**src/logic/sacs_pkg.sv**
```systemverilog
`default_nettype none
package sacs_pkg;
   // ==========================================
   // sizes and counts
   localparam int unsigned RES_BITS = 12;       // converter resolution
   localparam int unsigned ACQ_CYCLES = 2;      // acquisition_window length in clocks
   localparam logic [11:0] SAR_RESET = 12'h000; // register value on start
   localparam logic [11:0] MIDSCALE = 12'h800;  // offset-binary major carry code

   // ==========================================
   // sequencer states, gray along the usual path
   typedef enum logic [1:0] {
      SACS_IDLE = 2'b00,
      SACS_ACQ = 2'b01,
      SACS_CONV = 2'b11,
      SACS_DONE = 2'b10
   } sacs_state_t;

   // ==========================================
   // host-facing result bundle
   typedef struct packed {
      logic [11:0] data;   // left-justified result
      logic data_oe;       // output buffers driving
   } sacs_out_t;
endpackage
`default_nettype wire

```
**src/logic/sacs_sequencer.sv**
```systemverilog
`default_nettype none
// conversion sequencer of a successive-approximation converter
module sacs_sequencer #(
   parameter int unsigned WIDTH = 12
) (
   input wire logic clk,
   input wire logic srst,
   input wire logic rd_conv,
   input wire logic bipolar,
   input wire logic comp_below,
   output logic conv_clk_en,
   output logic sample_hold,
   output logic [11:0] dac_code,
   output logic conversion_status,
   output logic eoc,
   output sacs_pkg::sacs_out_t host_out
);
   // ==========================================
   // elaboration checks
   if (WIDTH != sacs_pkg::RES_BITS) begin : g_chk
      $error("width must equal converter resolution");
   end

   // ==========================================
   // state
   sacs_pkg::sacs_state_t state_r; // sequencer state
   logic rd_conv_r;                // previous level for edge detect
   logic [3:0] step_r;             // bit index under trial
   logic acq_cnt_r;                // acquisition cycle count
   logic [11:0] sar_q;             // approximation register
   logic [11:0] result_r;          // last completed result
   logic [11:0] trial_vec;         // one-hot trial bit
   logic start;                    // falling edge of read/convert
   logic clear_sar;                // register clear on start
   logic decide;                   // comparator decision strobe

   assign start = rd_conv_r && !rd_conv;
   assign clear_sar = (state_r == sacs_pkg::SACS_IDLE) && start;
   assign decide = (state_r == sacs_pkg::SACS_CONV);

   // ==========================================
   // edge detector
   always_ff @(posedge clk) begin
      if (srst) begin
         rd_conv_r <= 1'b1;
      end else begin
         rd_conv_r <= rd_conv;
      end
   end

   // ==========================================
   // main sequence
   // start only sampled in idle, so a running cycle cannot restart
   always_ff @(posedge clk) begin
      if (srst) begin
         state_r <= sacs_pkg::SACS_IDLE;
         acq_cnt_r <= 1'b0;
         step_r <= 4'h0;
      end else begin
         unique case (state_r)
            sacs_pkg::SACS_IDLE: begin
               if (start) begin
                  state_r <= sacs_pkg::SACS_ACQ;
                  acq_cnt_r <= 1'b0;
               end
            end
            sacs_pkg::SACS_ACQ: begin
               // second acquisition cycle ends the window
               acq_cnt_r <= 1'b1;
               if (acq_cnt_r == 1'(sacs_pkg::ACQ_CYCLES - 1)) begin
                  state_r <= sacs_pkg::SACS_CONV;
                  step_r <= 4'(WIDTH - 1);
               end
            end
            sacs_pkg::SACS_CONV: begin
               if (step_r == 4'h0) begin
                  state_r <= sacs_pkg::SACS_DONE;
               end else begin
                  step_r <= step_r - 4'h1;
               end
            end
            sacs_pkg::SACS_DONE: begin
               state_r <= sacs_pkg::SACS_IDLE;
            end
         endcase
      end
   end

   // ==========================================
   // trial vector: only the bit under test, zero outside the bit steps
   always_comb begin
      trial_vec = 12'h000;
      if (state_r == sacs_pkg::SACS_CONV) begin
         trial_vec[step_r] = 1'b1;
      end
   end

   // ==========================================
   // register bits, one cell each
   // the cell sets its bit when entering its step, decides at the step's end
   logic [11:0] set_vec; // trial strobes
   always_comb begin
      set_vec = 12'h000;
      if (state_r == sacs_pkg::SACS_ACQ && acq_cnt_r) begin
         set_vec[11] = 1'b1; // msb tried first
      end else if (state_r == sacs_pkg::SACS_CONV && step_r != 4'h0) begin
         set_vec[step_r - 4'h1] = 1'b1;
      end
   end

   // ==========================================
   // next register value, mirrored onto the dac pins
   // the dac must show the decided bits plus the new trial bit in the very
   // cycle the comparator is read; copying the old register instead would
   // leave a rejected bit set for one more comparison
   logic [11:0] sar_nxt; // register contents after this edge
   always_comb begin
      sar_nxt = sar_q;
      if (clear_sar) begin
         sar_nxt = sacs_pkg::SAR_RESET;
      end else begin
         if (decide && !comp_below) begin
            sar_nxt = sar_q & ~trial_vec;
         end
         sar_nxt = sar_nxt | set_vec;
      end
   end

   for (genvar i = 0; i < 12; i++) begin : g_bit
      sacs_sar_bit u_bit (
         .clk(clk),
         .srst(srst),
         .clear(clear_sar),
         .trial(set_vec[i]),
         .decide(decide && trial_vec[i]),
         .keep(comp_below),
         .q(sar_q[i])
      );
   end

   // ==========================================
   // outputs to the analog side
   always_ff @(posedge clk) begin
      if (srst) begin
         conv_clk_en <= 1'b0;
         sample_hold <= 1'b0;
         dac_code <= sacs_pkg::SAR_RESET;
         eoc <= 1'b0;
      end else begin
         // clock runs from start until the last decision
         conv_clk_en <= clear_sar ||
            (conv_clk_en && !(state_r == sacs_pkg::SACS_CONV && step_r == 4'h0));
         sample_hold <= (state_r == sacs_pkg::SACS_ACQ && acq_cnt_r) ||
            (sample_hold && state_r != sacs_pkg::SACS_DONE);
         dac_code <= sar_nxt;
         eoc <= (state_r == sacs_pkg::SACS_CONV) && (step_r == 4'h0);
      end
   end

   // ==========================================
   // status and result capture
   // bipolar offset-binary is the raw code; the analog offset shifts the input
   always_ff @(posedge clk) begin
      if (srst) begin
         conversion_status <= 1'b0;
         result_r <= sacs_pkg::SAR_RESET;
      end else begin
         if (clear_sar) begin
            conversion_status <= 1'b1;
            result_r <= sacs_pkg::SAR_RESET;
         end else if (state_r == sacs_pkg::SACS_DONE) begin
            conversion_status <= 1'b0;
            result_r <= sar_q;
         end
      end
   end

   // ==========================================
   // host output buffers
   // enabled only when line high and not converting, one cycle after status drops
   always_ff @(posedge clk) begin
      if (srst) begin
         host_out <= '0;
      end else begin
         host_out.data <= result_r;
         host_out.data_oe <= rd_conv && !conversion_status &&
            state_r == sacs_pkg::SACS_IDLE;
      end
   end

   // ==========================================
   // checks
   // properties are grouped by rule after all of the logic; all share clk and srst

   // ==========================================
   // start and sequencing

   // a start must leave a cleared register and a busy status
   AST_START_CLEAR: assert property (@(posedge clk) disable iff (srst)
      clear_sar |=> (sar_q == 12'h000) && conversion_status)
      else $error("start did not clear register");

   // the conversion clock runs through acquisition and every bit step
   AST_CLK_ON: assert property (@(posedge clk) disable iff (srst)
      (state_r == sacs_pkg::SACS_ACQ || state_r == sacs_pkg::SACS_CONV) |-> conv_clk_en)
      else $error("conversion clock off while running");

   // a second start edge must not disturb the step count
   AST_NO_RESTART: assert property (@(posedge clk) disable iff (srst)
      (state_r == sacs_pkg::SACS_CONV && step_r != 4'h0) |=>
      (state_r == sacs_pkg::SACS_CONV) && (step_r == $past(step_r) - 4'h1))
      else $error("restart in cycle");

   // exactly two acquisition cycles, then the first bit step
   AST_ACQ_TWO: assert property (@(posedge clk) disable iff (srst)
      clear_sar |=> state_r == sacs_pkg::SACS_ACQ ##1 state_r == sacs_pkg::SACS_ACQ
      ##1 state_r == sacs_pkg::SACS_CONV) else $error("acquisition not two cycles");

   // the sample is still open during the second acquisition cycle
   AST_ACQ_OPEN: assert property (@(posedge clk) disable iff (srst)
      (state_r == sacs_pkg::SACS_ACQ && !acq_cnt_r) |=> !sample_hold)
      else $error("sample held too early");

   // the sample stays held while bits are tried
   AST_HOLD_CONV: assert property (@(posedge clk) disable iff (srst)
      (state_r == sacs_pkg::SACS_CONV) |-> sample_hold)
      else $error("sample released during conversion");

   // twelve internally timed steps from first trial to end flag
   AST_CONV_LEN: assert property (@(posedge clk) disable iff (srst)
      $rose(state_r == sacs_pkg::SACS_CONV) |-> ##12 eoc)
      else $error("conversion not twelve steps");

   // ==========================================
   // approximation register

   // the msb is the first and only bit set when stepping begins
   AST_MSB_FIRST: assert property (@(posedge clk) disable iff (srst)
      $rose(state_r == sacs_pkg::SACS_CONV) |-> (step_r == 4'hb) && (sar_q == 12'h800))
      else $error("first trial is not the msb");

   // msb decision follows the comparator
   AST_KEEP_BIT: assert property (@(posedge clk) disable iff (srst)
      (decide && step_r == 4'hb) |=> sar_q[11] == $past(comp_below))
      else $error("msb decision wrong");

   // any trial bit stays set when the sum is below the input
   AST_KEEP_ANY: assert property (@(posedge clk) disable iff (srst)
      (decide && comp_below) |=> (sar_q & $past(trial_vec)) == $past(trial_vec))
      else $error("trial bit dropped although below");

   // any trial bit is cleared when the sum is above the input
   AST_DROP_ANY: assert property (@(posedge clk) disable iff (srst)
      (decide && !comp_below) |=> (sar_q & $past(trial_vec)) == 12'h000)
      else $error("trial bit kept although above");

   // the dac pins always show the register, so no decision lags a step
   AST_DAC_TRACKS: assert property (@(posedge clk) disable iff (srst)
      dac_code == sar_q)
      else $error("dac code differs from register");

   // in bipolar mode the first trial is the major carry code
   AST_MAJOR_CARRY: assert property (@(posedge clk) disable iff (srst)
      (bipolar && state_r == sacs_pkg::SACS_ACQ && acq_cnt_r) |=>
      (dac_code == sacs_pkg::MIDSCALE))
      else $error("first bipolar trial not at major carry");

   // ==========================================
   // end of conversion

   // the clock is gated off in the same cycle the end flag rises
   AST_CLK_OFF: assert property (@(posedge clk) disable iff (srst)
      eoc |-> !conv_clk_en)
      else $error("clock still on after end");

   // no conversion clock while idle
   AST_CLK_IDLE: assert property (@(posedge clk) disable iff (srst)
      (state_r == sacs_pkg::SACS_IDLE) |-> !conv_clk_en)
      else $error("clock running while idle");

   // the end flag lasts a single cycle
   AST_EOC_PULSE: assert property (@(posedge clk) disable iff (srst)
      eoc |=> !eoc)
      else $error("end flag longer than one cycle");

   // status drops right after the end flag
   AST_STATUS_LOW: assert property (@(posedge clk) disable iff (srst)
      eoc |=> !conversion_status)
      else $error("status not dropped");

   // status stays high from start until the sequence is back in idle
   AST_STATUS_BUSY: assert property (@(posedge clk) disable iff (srst)
      (state_r != sacs_pkg::SACS_IDLE) |-> conversion_status)
      else $error("status low while converting");

   // ==========================================
   // host output buffers

   // buffers stay off one cycle behind a busy status
   AST_NO_OE_BUSY: assert property (@(posedge clk) disable iff (srst)
      conversion_status |=> !host_out.data_oe)
      else $error("data driven while busy");

   // buffers stay off while the sequence runs
   AST_OE_IDLE: assert property (@(posedge clk) disable iff (srst)
      (state_r != sacs_pkg::SACS_IDLE) |=> !host_out.data_oe)
      else $error("data driven outside idle");

   // buffers only follow a high read/convert line and a low status
   AST_OE_LEVEL: assert property (@(posedge clk) disable iff (srst)
      host_out.data_oe |-> $past(rd_conv) && !$past(conversion_status))
      else $error("data driven without read request");

   // the finished result reaches the buffers once status has dropped
   AST_DATA_RESULT: assert property (@(posedge clk) disable iff (srst)
      $fell(conversion_status) |=> host_out.data == $past(result_r))
      else $error("result not presented after end");

   // the result stays put while idle until a new start
   AST_RESULT_HOLD: assert property (@(posedge clk) disable iff (srst)
      (state_r == sacs_pkg::SACS_IDLE && !clear_sar) |=> $stable(result_r))
      else $error("result changed while idle");
endmodule // sacs_sequencer
`default_nettype wire

```
**src/logic/sacs_sar_bit.sv**
```systemverilog
`default_nettype none
// one trial bit of the approximation register
module sacs_sar_bit (
   input wire logic clk,
   input wire logic srst,
   input wire logic clear,
   input wire logic trial,
   input wire logic decide,
   input wire logic keep,
   output logic q
);
   // ==========================================
   // bit storage
   // clear wins so a new start always begins from zero
   always_ff @(posedge clk) begin
      if (srst || clear) begin
         q <= 1'b0;
      end else if (trial) begin
         q <= 1'b1;
      end else if (decide) begin
         q <= keep;
      end
   end
endmodule // sacs_sar_bit
`default_nettype wire

```
**config.mk**
```make
export PLATFORM = sky130hd
export DESIGN_NAME = sacs_sequencer
export DESIGN_NICKNAME = d
export VERILOG_FILES = /design/src/logic/sacs_pkg.sv /design/src/logic/sacs_sequencer.sv /design/src/logic/sacs_sar_bit.sv
export SDC_FILE = /design/constraint.sdc
export NUM_CORES = 1
export LEC_CHECK = 0
export ABC_AREA = 0
export BUFFER_PORTS_ARGS = -buffer_cell sky130_fd_sc_hd__buf_4
export CAP_MARGIN = 20
export CORE_MARGIN = 2
export CORE_UTILIZATION = 40
export CTS_BUF_LIST = sky130_fd_sc_hd__clkbuf_4
export DETAILED_ROUTE_END_ITERATION = 8
export HOLD_SLACK_MARGIN = 0.02
export PLACE_DENSITY = 0.67
export SYNTH_ARGS = -nofsm -noshare
export SYNTH_HDL_FRONTEND = slang
export SYNTH_SLANG_ARGS = --single-unit
```
**constraint.sdc**
```tcl
create_clock -name clk -period 2.6 [get_ports clk]
set_input_delay 0.39 -clock clk [delete_from_list [all_inputs] [get_ports clk]]
set_output_delay 0.39 -clock clk [all_outputs]
set_load 0.01 [all_outputs]
```
==> results.rst <==
.. list-table::
   :header-rows: 1

   * - Metric
     - Value
   * - Number of inserted diodes
     - 0
   * - Worst R2R Start
     - step_r[0]$_SDFFE_PP0P_
   * - Maximum VDD drop
     - ~0.0003 V
   * - WHS Path Cells
     - 2
   * - Critical path start-end classification
     - reg2reg
   * - Min-Delay Path Class
     - in2reg
   * - Relative max-transition margin
     - 0.602
   * - Global-route wire length before repair
     - between 9000 and 10000 um
   * - CTS clock-pin slew for the worst setup and hold paths
     - around 100 ps
   * - Ranking of synthesized cells by area
     - dfxtp_1 (48%), nand2_1 (5.3%), nor2b_1 (4.2%)
   * - CTS root buffer
     - clkbuf_4
   * - Mapped cell area
     - 2540 um2
   * - Mean instance size in the synthesized netlist
     - 8.63 um2
   * - Sequential element share of the synthesized area
     - 0.481
   * - Most frequently used flop master after synthesis
     - dfxtp_1
   * - H-Tree Level Count
     - 3
   * - TNS Setup
     - 0 ps
   * - Fill count
     - between 600 and 700
   * - Final max-slew violation count
     - 0
   * - Die span in x
     - 83.6 um
   * - Largest buffer count on any clock path
     - 2
   * - # IOs
     - 34
   * - Antenna-violating nets left
     - 0
   * - Hold Fails Final Rpt
     - 0
   * - Wirelength per Cell
     - 13.6 um
   * - Min Tclk post-route
     - 2140 ps
   * - First-pass DRT Iterations
     - 4
   * - Final design utilization
     - 0.484
   * - Area delta synth->final
     - 19.0%
   * - Peak clock frequency supported by timing
     - between 400 and 500 MHz
   * - Rows
     - 29
   * - Placement-stage worst setup slack
     - just over 500 ps
   * - Distinct cell type count after synthesis
     - slightly above 40
   * - P_leak
     - around 0.0011 uW
   * - Data arrival time of the worst path
     - between 2000 and 2500 ps
   * - End point of the most critical hold path
     - rd_conv_r$_SDFF_PP1_
   * - Setup slack on the worst flop-to-flop path
     - 460 ps
   * - Clock tree from TritonCTS
     - yes
   * - Most frequent cells in the layout
     - dfxtp_1 (61), buf_4 (41), nand2_1 (36)
   * - Routed length on met1
     - between 2000 and 2500 um
   * - Max_cap viols
     - 0
   * - Clk sinks
     - 61
   * - Number of vias after detailed routing
     - roughly 2100
   * - Die area
     - approximately 7000 um2
   * - Leading cell type in the layout, fill and taps excluded
     - dfxtp_1
   * - Final nets
     - ~330
   * - Clk Latency, worst-skew pair
     - around 420 ps
   * - Min-Delay Startpoint
     - rd_conv
   * - Type of origin of the critical path
     - register
   * - Number of buffers added to fix hold violations after cts
     - 0
   * - R2r worst-path depth
     - 7
   * - Portion of the clock cycle consumed by the worst path in the final layout
     - 0.825
   * - Synthesized netlist cell count
     - ~290
   * - Synthesis-stage register bit count
     - just over 60
   * - Fraction of layout instances using a drive strength above 1
     - 0.176
   * - Data required, critical path
     - about 2900 ps
   * - Post-CTS setup buffers
     - 0
   * - Total congestion overflow
     - 0
   * - Count of flip-flops with a built-in enable after synthesis
     - 0
   * - Synth warn
     - 0
   * - Met2 Routed Length
     - approximately 2500 um
   * - WL met3
     - between 400 and 500 um
   * - Final routed DRC violation total
     - 0
   * - Number of global-route vias before repair
     - 1921
   * - Setup repair after global routing missed its margin
     - no
   * - Iteration-0 DRC count of the detailed router
     - 148
   * - Slew of the pin with the lowest slew margin
     - between 500 and 600 ps
   * - Cell area power density
     - approximately 640 nW/um2
   * - Core area
     - 6240 um2
   * - Post-route clock skew
     - between 7 and 8 ps
   * - Top-area cell type share of the netlist area
     - 0.481
   * - Result of the run
     - finished clean
   * - Async set-reset flop share out of synthesis
     - 0
   * - Endpoints failing setup
     - 0
   * - CTS Buf Count
     - 9
   * - Worst Setup End Kind
     - register
   * - Total half-perimeter wirelength after legalization and detailed placement
     - 3750 um
   * - Routed wire length
     - 5530 um
   * - Total GRT Usage
     - 0.174
   * - Die extent in y
     - roughly 84 um
   * - Largest net degree at the start of global routing
     - 28
   * - Final estimated routing congestion in global placement
     - 0.909
   * - Dominant cell type by area after synthesis
     - dfxtp_1
   * - Drt via density
     - approximately 5.2
   * - Highest routing layer actually used
     - met4
   * - Starting Density
     - 0.406
   * - Worst-case setup margin in the final layout
     - 455 ps
   * - Number of buffers added on ports
     - 32
   * - Initial antenna violation count
     - 0
   * - Maximum fanout along the worst path
     - 9
   * - Endpoint of the lowest-slack register-to-register path
     - g_bit[8].u_bit.q$_SDFFE_PP0P_
   * - Resized Gates After CTS
     - 0
   * - Synthesized Nets
     - around 300
-- synthesized netlist by cell type, types with 2 or more instances --
| library cell | number |
|---|---|
| dfxtp_1 | 61 |
| nand2_1 | 36 |
| nor2_1 | 24 |
| a21oi_1 | 21 |
| nor2b_1 | 17 |
| clkbuf_1 | 14 |
| nand3_1 | 13 |
| o21ai_0 | 11 |
| and2_1 | 10 |
| o21a_1 | 9 |
| inv_1 | 6 |
| nand4_1 | 6 |
| ha_1 | 5 |
| nand2b_1 | 5 |
| o221ai_1 | 5 |
| a211oi_1 | 4 |
| buf_2 | 4 |
| mux2i_1 | 4 |
| o211ai_1 | 4 |
| or3_1 | 4 |
| o31ai_1 | 3 |
| a31oi_1 | 2 |
| clkbuf_2 | 2 |
| nand3b_1 | 2 |
| nand4b_1 | 2 |
| nor3_1 | 2 |
| nor3b_1 | 2 |
| o21ba_2 | 2 |
| o21bai_1 | 2 |
-- per-layer routing --
| metal | GRT usage | up-vias |
|---|---|---|
| li1 | - | 1079 |
| met1 | 0.221 | 956 |
| met2 | 0.253 | 64 |
| met3 | 0.0752 | 9 |
| met4 | 0.0836 | 0 |
| met5 | 0 | - |
-- worst max-delay path: stages (launching register included) --
cell	delay (ps)
dfxtp_1	500
inv_1	130
ha_1	320
inv_1	110
mux2i_1	420
buf_4	220
o221ai_1	130
o21a_1	200
-- worst max-delay path by stage --
| stage | from | to | slack, ps | depth (start not counted) |
|---|---|---|---|---|
| 6_report | step_r[0]$_SDFFE_PP0P_ | g_bit[8].u_bit.q$_SDFFE_PP0P_ | 460 | 7 |
| 5_1_grt | step_r[0]$_SDFFE_PP0P_ | dac_code[8]$_SDFF_PP0_ | 310 | 6 |
| 4_1_cts | step_r[0]$_SDFFE_PP0P_ | g_bit[10].u_bit.q$_SDFFE_PP0P_ | 470 | 7 |
| 3_5_place_dp | step_r[0]$_SDFFE_PP0P_ | g_bit[10].u_bit.q$_SDFFE_PP0P_ | 510 | 7 |
| 3_3_place_gp | step_r[0]$_SDFFE_PP0P_ | g_bit[10].u_bit.q$_SDFFE_PP0P_ | 560 | 7 |
| 2_1_floorplan | step_r[0]$_SDFFE_PP0P_ | g_bit[10].u_bit.q$_SDFFE_PP0P_ | 740 | 7 |
-- where the power goes --
group | internal, uW | total (uW) | switching (uW)
Clock | 488 | 830 | 342
Sequential | 948 | 968 | 19.9
Combinational | 55.5 | 144 | 88.4
-- cells by family after synthesis --
group | after synthesis | share of synthesized area
simple gates | 128 | 0.257
compound gates | 68 | 0.174
flops | 61 | 0.481
buf+inv | 28 | 0.0474
fa+ha+maj | 5 | 0.0247
mux | 4 | 0.0158
-- cell type report --
type,instances,area [um2],share of cell area
clock buffers,10,75.1,0.0249
clock inverters,6,101,0.0336
inverters,6,22.5,0.00746
multi-input cells,205,1190,0.396
flip-flops and latches,61,1220,0.404
well taps,77,96.3,0.0319
repair buffers,41,308,0.102
-- sequential cells by signal (all words and copies together) (netlist names) --
register and count:
rd_conv_r 1, state_r 2, sample_hold 1, result_r 12, conv_clk_en 1, dac_code 12
eoc 1, acq_cnt_r 1, step_r 4, g_bit.u_bit.q 12, host_out 13, conversion_status 1
-- stage by stage --
stage               cells  area [um2]  power [uW]  hold slack [ps]
finish                406        3020        1940              169
global route          406        3020        2040              132
CTS                   406        3020        1960              152
detailed placement    390        2840        1130              442
global placement      390        2840        1130              438
floorplan             294        2540        1090              428
(Power assumes the default switching activity.)
